<file path="src/verilog/pgs_params.svh">
// Timing constants and reset values for the power GPIO sequencer
`ifndef PGS_PARAMS_SVH
`define PGS_PARAMS_SVH

// Clock period of the sequencer clock, in ns
`define PGS_CLK_PERIOD_NS  100
// Longest time allowed between the two edges of a sequenced step, in ns
`define PGS_GAP_MAX_NS     12500
// Longest time rounds down to whole cycles
`define PGS_GAP_CYCLES     (`PGS_GAP_MAX_NS / `PGS_CLK_PERIOD_NS)
// Default number of current-setting profiles
`define PGS_NUM_PROFILES   4
// Reset level of every power control output
`define PGS_OUT_RESET      1'b0

`endif

</file>
<file path="src/verilog/pgs_pkg.sv">
// Types shared by the power GPIO sequencer
package pgs_pkg;

  typedef enum logic [1:0] {
    LVL_5V  = 2'b00,
    LVL_9V  = 2'b01,
    LVL_20V = 2'b10
  } pgs_level_t;

  typedef enum logic [2:0] {
    ST_UNATT   = 3'b000,
    ST_SRC_ATT = 3'b001,
    ST_SRC_RUN = 3'b010,
    ST_SRC_GAP = 3'b011,
    ST_SNK_ATT = 3'b100,
    ST_SNK_GAP = 3'b101,
    ST_SNK_RUN = 3'b110
  } pgs_state_t;

endpackage : pgs_pkg

</file>
<file path="src/verilog/pgs_sync.sv">
// Two-flop synchroniser for pin inputs
`timescale 1ns/1ps
module pgs_sync #(
  parameter int W = 1
) (
  input  wire logic         clk,
  input  wire logic         arst_n,
  input  wire logic [W-1:0] async_in,
  output logic      [W-1:0] sync_out
);
  logic [W-1:0] meta_q;

  // First stage feeds only the second stage
  always_ff @(posedge clk or negedge arst_n) begin
    if (!arst_n) begin
      meta_q   <= '0;
      sync_out <= '0;
    end else begin
      meta_q   <= async_in;
      sync_out <= meta_q;
    end
  end
endmodule : pgs_sync

</file>
<file path="src/verilog/pgs_sequencer.sv">
// Type-C attach and PD power GPIO sequencer, sink and source roles
//
// What this block does
// - As a sink, the current-setting output for the negotiated profile rises before load enable.
// - Load enable rises no more than 12.5 us after the current-setting output rose.
// - As a source, 5 V is given first and a higher level only when the profile allows it.
// - The source level is chosen by pins: one supply enable for 5 V, one select per higher level.
// - Supply enable is high at 5, 9 and 20 V; the 9 V and 20 V selects are high only at their level.
// - Going from 5 V to a higher level only raises one select, with no ordering constraint.
// - Between two higher levels the old select drops first and the new one rises within 12.5 us.
// - Both ports start unattached before any power is applied.
// - The source sees the sink pull-down on CC, attaches, and only then turns on VBUS and VCONN.
`timescale 1ns/1ps
`include "pgs_params.svh"

// Pin senses pass two flops, so attach shows three edges after a pin rises.
// Both sequenced gaps wait the full allowed span; a shorter one would also do,
// but the full span gives external supplies the most time to settle.
// A 9 V to 20 V swap holds both selects low for GAP_CYCLES edges.
// The sink raises load enable GAP_CYCLES edges after the current setting.
// A new source target is not taken during the gap, only back in the run state.
// Detach drops every output in one edge, with no ordering between them.
// Request code 2'b11 is clamped to the allowed level; it becomes 5 V only when the allowed code is 5 V or 2'b11.

module pgs_sequencer #(
  parameter int NUM_PROFILES = `PGS_NUM_PROFILES,
  parameter int GAP_CYCLES   = `PGS_GAP_CYCLES,
  parameter int SEL_W        = (NUM_PROFILES > 1) ? $clog2(NUM_PROFILES) : 1
) (
  input  wire logic                    clk,
  input  wire logic                    arst_n,
  input  wire logic                    role_source,
  input  wire logic                    cc_rd_detect,
  input  wire logic                    vbus_detect,
  input  wire logic                    profile_valid,
  input  wire logic [SEL_W-1:0]        profile_sel,
  input  wire pgs_pkg::pgs_level_t     request_level,
  input  wire pgs_pkg::pgs_level_t     allowed_level,
  output logic                         attached,
  output logic                         vbus_enable,
  output logic                         vconn_enable,
  output logic                         supply_enable,
  output logic                         nine_volt_select,
  output logic                         twenty_volt_select,
  output logic [NUM_PROFILES-1:0]      current_setting_select,
  output logic                         load_switch_enable
);
  import pgs_pkg::*;

  localparam int GW = $clog2(GAP_CYCLES + 1);
  localparam logic [GW-1:0] GAP_LOAD = GW'(GAP_CYCLES - 1);

  pgs_state_t       state_q;
  pgs_level_t       level_q;
  pgs_level_t       target;
  logic [GW-1:0]    gap_q;
  logic [SEL_W-1:0] sel_q;
  logic             rd_seen;
  logic             vbus_seen;
  logic             detach;
  logic             in_src;
  logic             in_snk;

  // Select pin pattern for a level, as {twenty, nine}
  function automatic logic [1:0] level_selects(input pgs_level_t lvl);
    case (lvl)
      LVL_9V:  level_selects = 2'b01;
      LVL_20V: level_selects = 2'b10;
      default: level_selects = 2'b00;
    endcase
  endfunction : level_selects


  // CC and VBUS sense come from pins
  pgs_sync #(
    .W (2)
  ) u_sync (
    .clk      (clk),
    .arst_n   (arst_n),
    .async_in ({cc_rd_detect, vbus_detect}),
    .sync_out ({rd_seen, vbus_seen})
  );


  // clamp to profile
  // A request beyond what the contract allows is held at the allowed level.
  always_comb begin
    target = (request_level > allowed_level) ? allowed_level : request_level;
    if (target != LVL_9V && target != LVL_20V) begin
      target = LVL_5V;
    end
  end


  always_comb begin
    in_src = (state_q == ST_SRC_ATT) || (state_q == ST_SRC_RUN) || (state_q == ST_SRC_GAP);
    in_snk = (state_q == ST_SNK_ATT) || (state_q == ST_SNK_GAP) || (state_q == ST_SNK_RUN);
    // Source loses the pull-down or the role; sink loses VBUS or the role
    detach = (in_src && (!rd_seen || !role_source))
          || (in_snk && (!vbus_seen || role_source));
  end


  always_ff @(posedge clk or negedge arst_n) begin
    if (!arst_n) begin
      state_q                <= ST_UNATT;
      level_q                <= LVL_5V;
      gap_q                  <= '0;
      sel_q                  <= '0;
      attached               <= `PGS_OUT_RESET;
      vbus_enable            <= `PGS_OUT_RESET;
      vconn_enable           <= `PGS_OUT_RESET;
      supply_enable          <= `PGS_OUT_RESET;
      nine_volt_select       <= `PGS_OUT_RESET;
      twenty_volt_select     <= `PGS_OUT_RESET;
      current_setting_select <= '0;
      load_switch_enable     <= `PGS_OUT_RESET;
    end else if (detach || state_q == ST_UNATT) begin
      // outputs low unattached
      // Power is cut in one cycle; detach needs no ordering.
      attached               <= 1'b0;
      vbus_enable            <= 1'b0;
      vconn_enable           <= 1'b0;
      supply_enable          <= 1'b0;
      nine_volt_select       <= 1'b0;
      twenty_volt_select     <= 1'b0;
      current_setting_select <= '0;
      load_switch_enable     <= 1'b0;
      level_q                <= LVL_5V;
      gap_q                  <= '0;
      state_q                <= ST_UNATT;
      if (!detach) begin
        if (role_source && rd_seen) begin
          attached <= 1'b1;
          state_q  <= ST_SRC_ATT;
        end else if (!role_source && vbus_seen) begin
          attached <= 1'b1;
          state_q  <= ST_SNK_ATT;
        end
      end
    end else begin
      case (state_q)
        ST_SRC_ATT: begin
          vbus_enable   <= 1'b1;
          vconn_enable  <= 1'b1;
          supply_enable <= 1'b1;
          level_q       <= LVL_5V;
          state_q       <= ST_SRC_RUN;
        end
        ST_SRC_RUN: begin
          if (target != level_q) begin
            level_q <= target;
            if (level_q == LVL_5V) begin
              {twenty_volt_select, nine_volt_select} <= level_selects(target);
            end else begin
              nine_volt_select   <= 1'b0;
              twenty_volt_select <= 1'b0;
              if (target != LVL_5V) begin
                gap_q   <= GAP_LOAD;
                state_q <= ST_SRC_GAP;
              end
            end
          end
        end
        ST_SRC_GAP: begin
          if (gap_q == '0) begin
            {twenty_volt_select, nine_volt_select} <= level_selects(level_q);
            state_q <= ST_SRC_RUN;
          end else begin
            gap_q <= gap_q - GW'(1);
          end
        end
        ST_SNK_ATT: begin
          if (profile_valid) begin
            current_setting_select <= NUM_PROFILES'(1) << profile_sel;
            sel_q                  <= profile_sel;
            gap_q                  <= GAP_LOAD;
            state_q                <= ST_SNK_GAP;
          end
        end
        ST_SNK_GAP: begin
          if (!profile_valid || profile_sel != sel_q) begin
            current_setting_select <= '0;
            state_q                <= ST_SNK_ATT;
          end else if (gap_q == '0) begin
            load_switch_enable <= 1'b1;
            state_q            <= ST_SNK_RUN;
          end else begin
            gap_q <= gap_q - GW'(1);
          end
        end
        ST_SNK_RUN: begin
          // Profile lost or changed: remove load before a new setting shows
          if (!profile_valid || profile_sel != sel_q) begin
            load_switch_enable     <= 1'b0;
            current_setting_select <= '0;
            state_q                <= ST_SNK_ATT;
          end
        end
        default: begin
          state_q <= ST_UNATT;
        end
      endcase
    end
  end
endmodule : pgs_sequencer

</file>
<file path="config.mk">
export PLATFORM = sky130hd
export DESIGN_NAME = pgs_sequencer
export DESIGN_NICKNAME = d
export VERILOG_FILES = /design/src/verilog/pgs_pkg.sv /design/src/verilog/pgs_sync.sv /design/src/verilog/pgs_sequencer.sv
export VERILOG_INCLUDE_DIRS = /design/src /design/src/verilog
export SDC_FILE = /design/constraint.sdc
export NUM_CORES = 1
export LEC_CHECK = 0
export ABC_AREA = 1
export BUFFER_PORTS_ARGS = -buffer_cell sky130_fd_sc_hd__buf_2
export CORE_MARGIN = 2
export CORE_UTILIZATION = 54
export CTS_BUF_LIST = sky130_fd_sc_hd__clkbuf_8
export DETAILED_ROUTE_END_ITERATION = 6
export HOLD_SLACK_MARGIN = 0.06
export PLACE_DENSITY = 0.78
export SYNTH_ARGS = -nofsm -noshare
export SYNTH_HDL_FRONTEND = slang
export SYNTH_SLANG_ARGS = --single-unit
export TNS_END_PERCENT = 20
</file>
<file path="constraint.sdc">
create_clock -name clk -period 1.67 [get_ports clk]
set_clock_uncertainty 0.2 [all_clocks]
set_input_delay 0.334 -clock clk [delete_from_list [all_inputs] [get_ports clk]]
set_output_delay 0.334 -clock clk [all_outputs]
set_load 0.02 [all_outputs]
</file>
==> run_results.csv, run 1 <==
group,metric,value,unit
cells_and_area,fin_area,2640,sq um
cells_and_area,drive_gt1_share,37.9,%
global_route,grt_first_pass_wirelength,8.16,mm
synth,syn_avg_cell_area,7.00,sq um
route,vias_per_cell,5.02,
synth,synthFlopType,"dfrtp_1",
route,wl_met3,189,microns
run_status,outcome,"finished, violations left",
worst_setup_path,crit_required,1.66,ns
timing,period_needed,2.15,ns
route,met2WireLength,2.58,mm
global_route,grt_pass1_vias,1927,
route,dr.pass1.iters,4,
timing,hold_viol,0,
clock_tree,cts.sinks,27,
power_and_ir_drop,p_leak,1.43,nW
clock_tree,clk_transition_reported_paths,0.10,ns
die,chipWidth,62.5,microns
power_and_ir_drop,sw_frac_of_total,46.0,%
power_and_ir_drop,p_sw,1.77,mW
power_and_ir_drop,power.internal,2.08,mW
cells_and_area,nets,362,
route,drcViolationCount,0,
global_route,grt-ovfl-total,0,
synth,synthTopCellsByArea,"dfrtp_1 37%, nand2_1 16%, nand3_1 8.1%",
place,port_buffers,22,
route,ant_nets,0,
worst_setup_path,reg2reg_to,"level_q[1]$_DFFE_PN0P_",
synth,syn_nets,285,
die,rows,21,
timing,fin_crit_sh,129,%
worst_setup_path,endpoint_kind,"flip-flop",
power_and_ir_drop,power_frac_seq,24.0,%
synth,ys_seq_area_share,36.6,%
synth,ys_types,31,
synth,synth_edf_count,0,
die,ios,23,
synth,ys_ff_latch,27,
route,wl_met1,2.02,mm
timing,tightestPinTransition,0.619,ns
worst_setup_path,crit_type,"input port to flip-flop",
route,wl_per_cell,12.5,microns
power_and_ir_drop,power_frac_comb,66.0,%
die,die_h,62.5,microns
clock_tree,cts_buffer_depth,2,
synth,synth_area_leader_cell,"dfrtp_1",
die,start_util,55.8,%
worst_setup_path,r2r-start,"state_q[2]$_DFFE_PN0P_",
worst_setup_path,ff2ff_setup_slack,-0.22,ns
timing,maxSlewHeadroom,58.8,%
synth,syn_area,1850,sq um
route,routed_wirelength,4.84,mm
cells_and_area,multi_input_area,1130,sq um
clock_tree,cts_made_buffers,3,
die,core_area,3310,sq um
global_route,grt_max_degree,28,
synth,ys_warn_count,0,
timing,setup_tns,-5.90,ns
cells_and_area,ff_latch_area,677,sq um
cells_and_area,area_growth,42.8,%
power_and_ir_drop,irDropWorstVdd,837,uV
cells_and_area,fillers,241,
clock_tree,cts_root_buf,"clkbuf_8",
global_route,grt_antenna_before_repair,0,
run_status,violations,"negative setup slack",
place,place.gp.congestion,0.930,
timing,setup_viol,14,
power_and_ir_drop,clkPwrFrac,10.0,%
route,top_layer,"met4",
cells_and_area,diodes,0,
global_route,grtUsageTotal,25.8,%
hold_path,hold_class,"input port to flip-flop",
worst_setup_path,worstPathMaxFanout,7,
die,fp.dieArea,3900,sq um
place,post-dp-hpwl,3.41,mm
synth,syn_inst,264,
hold_path,holdPathEnd,"current_setting_select[3]$_DFFE_PN0P_",
power_and_ir_drop,power.density,1460,nW/um^2
run,drv_cap,0,
hold_path,min_path_cells,3,
hold_path,min_from,"profile_sel[1]",
place,dpl_cell_area,2400,sq um
worst_setup_path,arrival,2.14,ns
clock_tree,htree_levels,1,
route,vias,1939,
route,drtIter0Drc,145,
synth,ys_async_sr_fraction,100,%
clock_tree,cts_tree,"yes",
synth,netlist.area_leader.share,36.6,%
worst_setup_path,startpoint_type,"input port",
clock_tree,insertion_delay,0.28,ns
timing,setup_slack,-0.480,ns
worst_setup_path,r2r_cells,9,
timing,fmax,465,MHz
timing,rsz0062_at_grt,"true",
timing,drv_slew,0,
==> area by class of cell <==
class / count / area share, %
clock inverter: 1 / 0.190
sequential: 27 / 25.7
inverter: 40 / 6.26
multi-input combinational: 193 / 42.9
timing repair buffer: 76 / 21.2
clock buffer: 3 / 1.57
tap: 46 / 2.18
==> sequential cells by signal, indices dropped and copies added, names as in the netlist <==
name / cells
attached: 1
current_setting_select: 4
gap_q: 7
level_q: 2
load_switch_enable: 1
nine_volt_select: 1
sel_q: 2
state_q: 3
supply_enable: 1
twenty_volt_select: 1
u_sync.meta_q: 2
u_sync.sync_out: 2
==> worst max-delay path: stages <==
cell,delay [ns]
buf_12,0.09
inv_12,0.03
ha_4,0.25
inv_2,0.03
nor2_2,0.08
o21ai_2,0.08
o21ai_2,0.22
inv_2,0.09
ha_4,0.17
or2_4,0.23
nand3_4,0.07
nor2_4,0.05
nor2_4,0.16
nand2_4,0.12
nand2_2,0.08
nand2_1,0.05
==> how the worst max path moves through the flow <==
stage / startpoint / to / slack (ns)
3_5_place_dp: allowed_level[1] / gap_q[3]$_DFFE_PN0P_ / -0.88
2_1_floorplan: allowed_level[1] / gap_q[3]$_DFFE_PN0P_ / -0.59
4_1_cts: allowed_level[1] / gap_q[6]$_DFFE_PN0P_ / -0.49
3_3_place_gp: allowed_level[1] / gap_q[5]$_DFFE_PN0P_ / -0.81
5_1_grt: allowed_level[1] / level_q[1]$_DFFE_PN0P_ / -0.63
6_report: allowed_level[1] / gap_q[0]$_DFFE_PN0P_ / -0.48
==> synth_stat cells, types with 2 or more instances <==
cell type	count
inv_2	6
inv_1	31
buf_4	2
o21ai_0	12
o21ai_1	4
nand3_1	30
nor2_4	2
clkinv_1	2
a21oi_2	2
nand2_2	3
a31oi_1	2
nand4_1	7
nor2_2	4
a21oi_1	5
nand3_2	2
dfrtp_1	27
nand2_1	80
nor2_1	21
ha_1	9
or2_2	2
==> cell families after synthesis <==
group,synth area share (%)
fa+ha+maj,6.10
compound gates,9.62
flops,36.6
buf+inv,9.96
xor+xnor,0.474
simple gates,37.3
==> per-layer routing <==
metal  GRT usage (%)  vias up
li1                -      994
met1            29.6      894
met2            48.5       46
met3            3.78        5
met4            8.89        0
met5               0        -
==> power by group through the flow <==
stage | clock [mW] | sequential (mW) | combinational, mW
after CTS | 0.395 | 0.918 | 2.40
after floorplan | 0 | 0.980 | 1.32
after global placement | 0 | 0.924 | 2.20
after global routing | 0.424 | 0.945 | 2.79
final | 0.385 | 0.923 | 2.54
after detailed placement | 0 | 0.930 | 2.26
==> layout by cell type, fill, tap and decap left out, types with 5 or more instances in the layout <==
cell | synthesis | final
nand2_1 | 80 | 73
buf_4 | 2 | 47
inv_1 | 31 | 28
dfrtp_1 | 27 | 26
nand3_1 | 30 | 25
buf_2 | 1 | 20
nor2_1 | 21 | 17
nand2_2 | 3 | 9
o21ai_0 | 12 | 9
inv_2 | 6 | 8
nand4_1 | 7 | 7
nor2_2 | 4 | 5
nand3_2 | 2 | 5
a21oi_1 | 5 | 5
nor2_4 | 2 | 5
o21ai_1 | 4 | 5
ha_1 | 9 | 5
buf_6 | 1 | 5
==> per-stage QoR <==
step	setup WS (ns)	hold slack, ns	std cells	power, mW	util (%)
2_1_floorplan	-0.594	-0.162	264	2.30	-
3_3_place_gp	-0.815	0.133	378	3.12	72.6
3_5_place_dp	-0.881	0.141	378	3.19	72.6
4_1_cts	-0.487	0.129	388	3.72	77.8
5_1_grt	-0.627	0.147	386	4.16	79.6
6_report	-0.480	0.131	386	3.85	79.6
==> timing repair <==
| action | 4_1_cts | 5_1_grt |
|---|---|---|
| setup buffers | 3 | 0 |
| hold buffers | 3 | 0 |
| hold endpoints to repair | 29 | 0 |
| setup endpoints to repair | 19 | 20 |
| cloned | 0 | 0 |
| pin swaps | 10 | 26 |
| gates resized for setup | 16 | 23 |
Power figures use the tool's default switching activity.
==> run 2, diff against run 1 <==
Settings changed: ABC_AREA 1 to unset.
==> run 2 against run 1 <==
Net effect: the flow still finishes with violations (negative setup slack); sequential power fell by 2.7%; largest cell class unchanged; hold slack improved by 0.023 ns; non-clock buffer count grew 19; register-to-register slack worse by 0.26 ns; via count increased by 3.6%; setup slack got worse by 0.41 ns.
==> run_results.csv, run 2 <==
group,metric,value,unit
die,chipWidth,63.4,microns
die,core_area,3360,sq um
synth,ys_warn_count,0,
route,routed_wirelength,6.44,mm
synth,syn_area,1910,sq um
run,drv_cap,0,
cells_and_area,fin_area,2860,sq um
place,place.gp.congestion,0.947,
cells_and_area,fillers,187,
synth,ys_async_sr_fraction,100,%
die,start_util,56.7,%
route,vias_per_cell,6.07,
worst_setup_path,endpoint_kind,"flip-flop",
place,post-place-ws,-1.40,ns
global_route,grt_pass1_vias,2138,
synth,syn_avg_cell_area,9.83,sq um
timing,setup_slack,-0.888,ns
synth,yosysMostFrequentCell,"dfrtp_1",
timing,maxSlewHeadroom,60.7,%
hold_path,hold_class,"input port to flip-flop",
global_route,grt-ovfl-total,0,
clock_tree,cts_root_buf,"clkbuf_8",
worst_setup_path,crit_path_max_incr_delay,0.30,ns
cells_and_area,drive_gt1_share,50.9,%
worst_setup_path,cp_slowest_cell,"mux2_4",
die,fp.dieArea,4020,sq um
cells_and_area,largest_register_ffs,7,
clock_tree,cts_tree,"yes",
route,wl_per_cell,19.5,microns
route,dr.pass1.iters,4,
worst_setup_path,crit_required,1.66,ns
timing,fin_crit_sh,153,%
place,post-dp-hpwl,3.96,mm
route,drtIter0Drc,283,
cells_and_area,mostFrequentLayoutCells,"64 x buf_4, 26 x dfrtp_1, 20 x buf_2",
clock_tree,cts_made_buffers,3,
worst_setup_path,arrival,2.55,ns
place,port_buffers,22,
clock_tree,clk_transition_reported_paths,0.11,ns
synth,netlist.area_leader.share,35.4,%
die,ios,23,
cells_and_area,diodes,0,
synth,ys_seq_area_share,35.4,%
cells_and_area,fin_util,85.1,%
timing,drv_slew,0,
synth,ys_ff_latch,27,
global_route,grt_max_degree,28,
global_route,grtUsageTotal,33.0,%
worst_setup_path,worstPathMaxFanout,3,
worst_setup_path,crit_chain,"buf_12, inv_12, ha_4, nor2b_4, o21ai_2, nor2_1, a21oi_2, inv_2, ha_4, xor2_2, o31ai_4, o2bb2ai_4, a21o_4, mux2_4",
power_and_ir_drop,p_leak,1.39,nW
clock_tree,cts.sinks,27,
worst_setup_path,crit_type,"input port to flip-flop",
timing,rsz0062_at_grt,"true",
die,die_h,63.4,microns
route,ant_nets,0,
power_and_ir_drop,power.density,1190,nW/um^2
run_status,violations,"negative setup slack",
synth,synth_commonest_cells,"27 x dfrtp_1, 18 x nor2_1, 16 x inv_1",
synth,synth_area_leader_cell,"dfrtp_1",
cells_and_area,area_growth,50.1,%
die,rows,21,
route,vias,2009,
place,dpl_cell_area,2540,sq um
synth,syn_inst,194,
run_status,outcome,"finished, violations left",
global_route,grt_first_pass_wirelength,10.2,mm
global_route,grt_antenna_before_repair,0,
clock_tree,insertion_delay,0.29,ns
cells_and_area,final_cells,331,
timing,setup_viol,21,
timing,fmax,391,MHz
place,place_inst,319,
worst_setup_path,startpoint_type,"input port",
synth,ys_types,58,
clock_tree,cts_buffer_depth,2,
cells_and_area,nets,307,
clock_tree,htree_levels,1,
cells_and_area,largestRegisters,"gap_q (7), current_setting_select (4), state_q (3)",
power_and_ir_drop,irDropWorstVdd,745,uV
timing,hold_viol,0,
timing,tightestPinTransition,0.590,ns
synth,synth_edf_count,0,
cells_and_area,regMostFlops,"gap_q",
synth,synthFlopType,"dfrtp_1",
synth,synthTopCellsByArea,"dfrtp_1 35%, ha_1 5.9%, nor2_1 3.5%",
cells_and_area,layout_commonest_cell,"buf_4",
timing,setup_tns,-13.18,ns
synth,syn_nets,215,
worst_setup_path,crit_top_cell,"ha_4",
timing,period_needed,2.56,ns
route,drcViolationCount,0,
timing,holdWs,0.153,ns
power_and_ir_drop,power,3.41,mW
[run 2: cell count changes after synthesis, moves of 6 or more]
| cell | change |
|---|---|
| nand4_1 | -7 |
| nand3_1 | -28 |
| nand2_1 | -68 |
| nor2b_1 | +6 |
| inv_1 | -15 |
| inv_2 | -6 |
[run 2: where the power goes]
part	total, mW	leakage, nW	internal, mW	switching [mW]
registers	0.898	0.353	0.777	0.121
clock network	0.423	0.0261	0.176	0.246
logic	2.09	1.01	1.03	1.06
total	3.41	1.39	1.98	1.43
[run 2: worst max-delay path: cells and delay by family]
kind                       cells  cell delay [ns]
muxes                          1             0.30
buffers and inverters          3             0.24
xor gates and xnor gates       1             0.19
AOI/OAI and AO/OA              5             0.92
and+or+nand+nor                2             0.19
adders and majority gates      2             0.36
[run 2: area by class of cell]
class / instances / area, sq um / share of cell area, %
timing repair buffer: 95 / 709 / 24.8
clock buffer: 3 / 41.3 / 1.44
clock inverter: 1 / 8.76 / 0.306
tap: 46 / 57.6 / 2.01
multi-input combinational: 143 / 1300 / 45.3
sequential: 27 / 677 / 23.6
inverter: 16 / 72.6 / 2.53
[run 2: worst paths after layout]
check,startpoint,to,slack [ns],cells past startpoint
worst max-delay path,allowed_level[1],gap_q[1]$_DFFE_PN0P_,-0.89,14
worst min-delay path,profile_sel[0],current_setting_select[2]$_DFFE_PN0P_,0.15,3
worst max register to register,gap_q[1]$_DFFE_PN0P_,state_q[0]$_DFFE_PN0P_,-0.48,7
worst min register to register,u_sync.meta_q[0]$_DFF_PN0_,u_sync.sync_out[0]$_DFF_PN0_,0.17,0
max in group asynchronous,arst_n,state_q[1]$_DFFE_PN0P_,0.46,2
min in group asynchronous,arst_n,gap_q[4]$_DFFE_PN0P_,0.39,2
[run 2: layer usage]
metal / up-vias / global-route usage, % / part of all wire (%)
met5: - / 0 / 0
li1: 889 / - / -
met4: 0 / 17.7 / 5.4
met2: 103 / 59.5 / 52
met1: 976 / 37.2 / 37
met3: 41 / 5.00 / 5.7
[run 2: timing repair]
| action | CTS | global route |
|---|---|---|
| buffers inserted | 5 | 1 |
| hold buffers | 3 | 0 |
| cloned | 0 | 0 |
| hold endpoints to repair | 29 | 0 |
| pin swaps | 13 | 14 |
| gates resized for setup | 21 | 21 |
| endpoints found under the setup margin | 20 | 21 |
[run 2: kinds of logic after synthesis]
kind of cell / after synthesis / synth area share, %
buffers and inverters: 24 / 6.43
AOI/OAI and AO/OA: 67 / 30.2
and+or+nand+nor: 57 / 16.7
adders and majority gates: 9 / 5.91
DFF: 27 / 35.4
xor gates and xnor gates: 4 / 1.84
muxes: 6 / 3.48
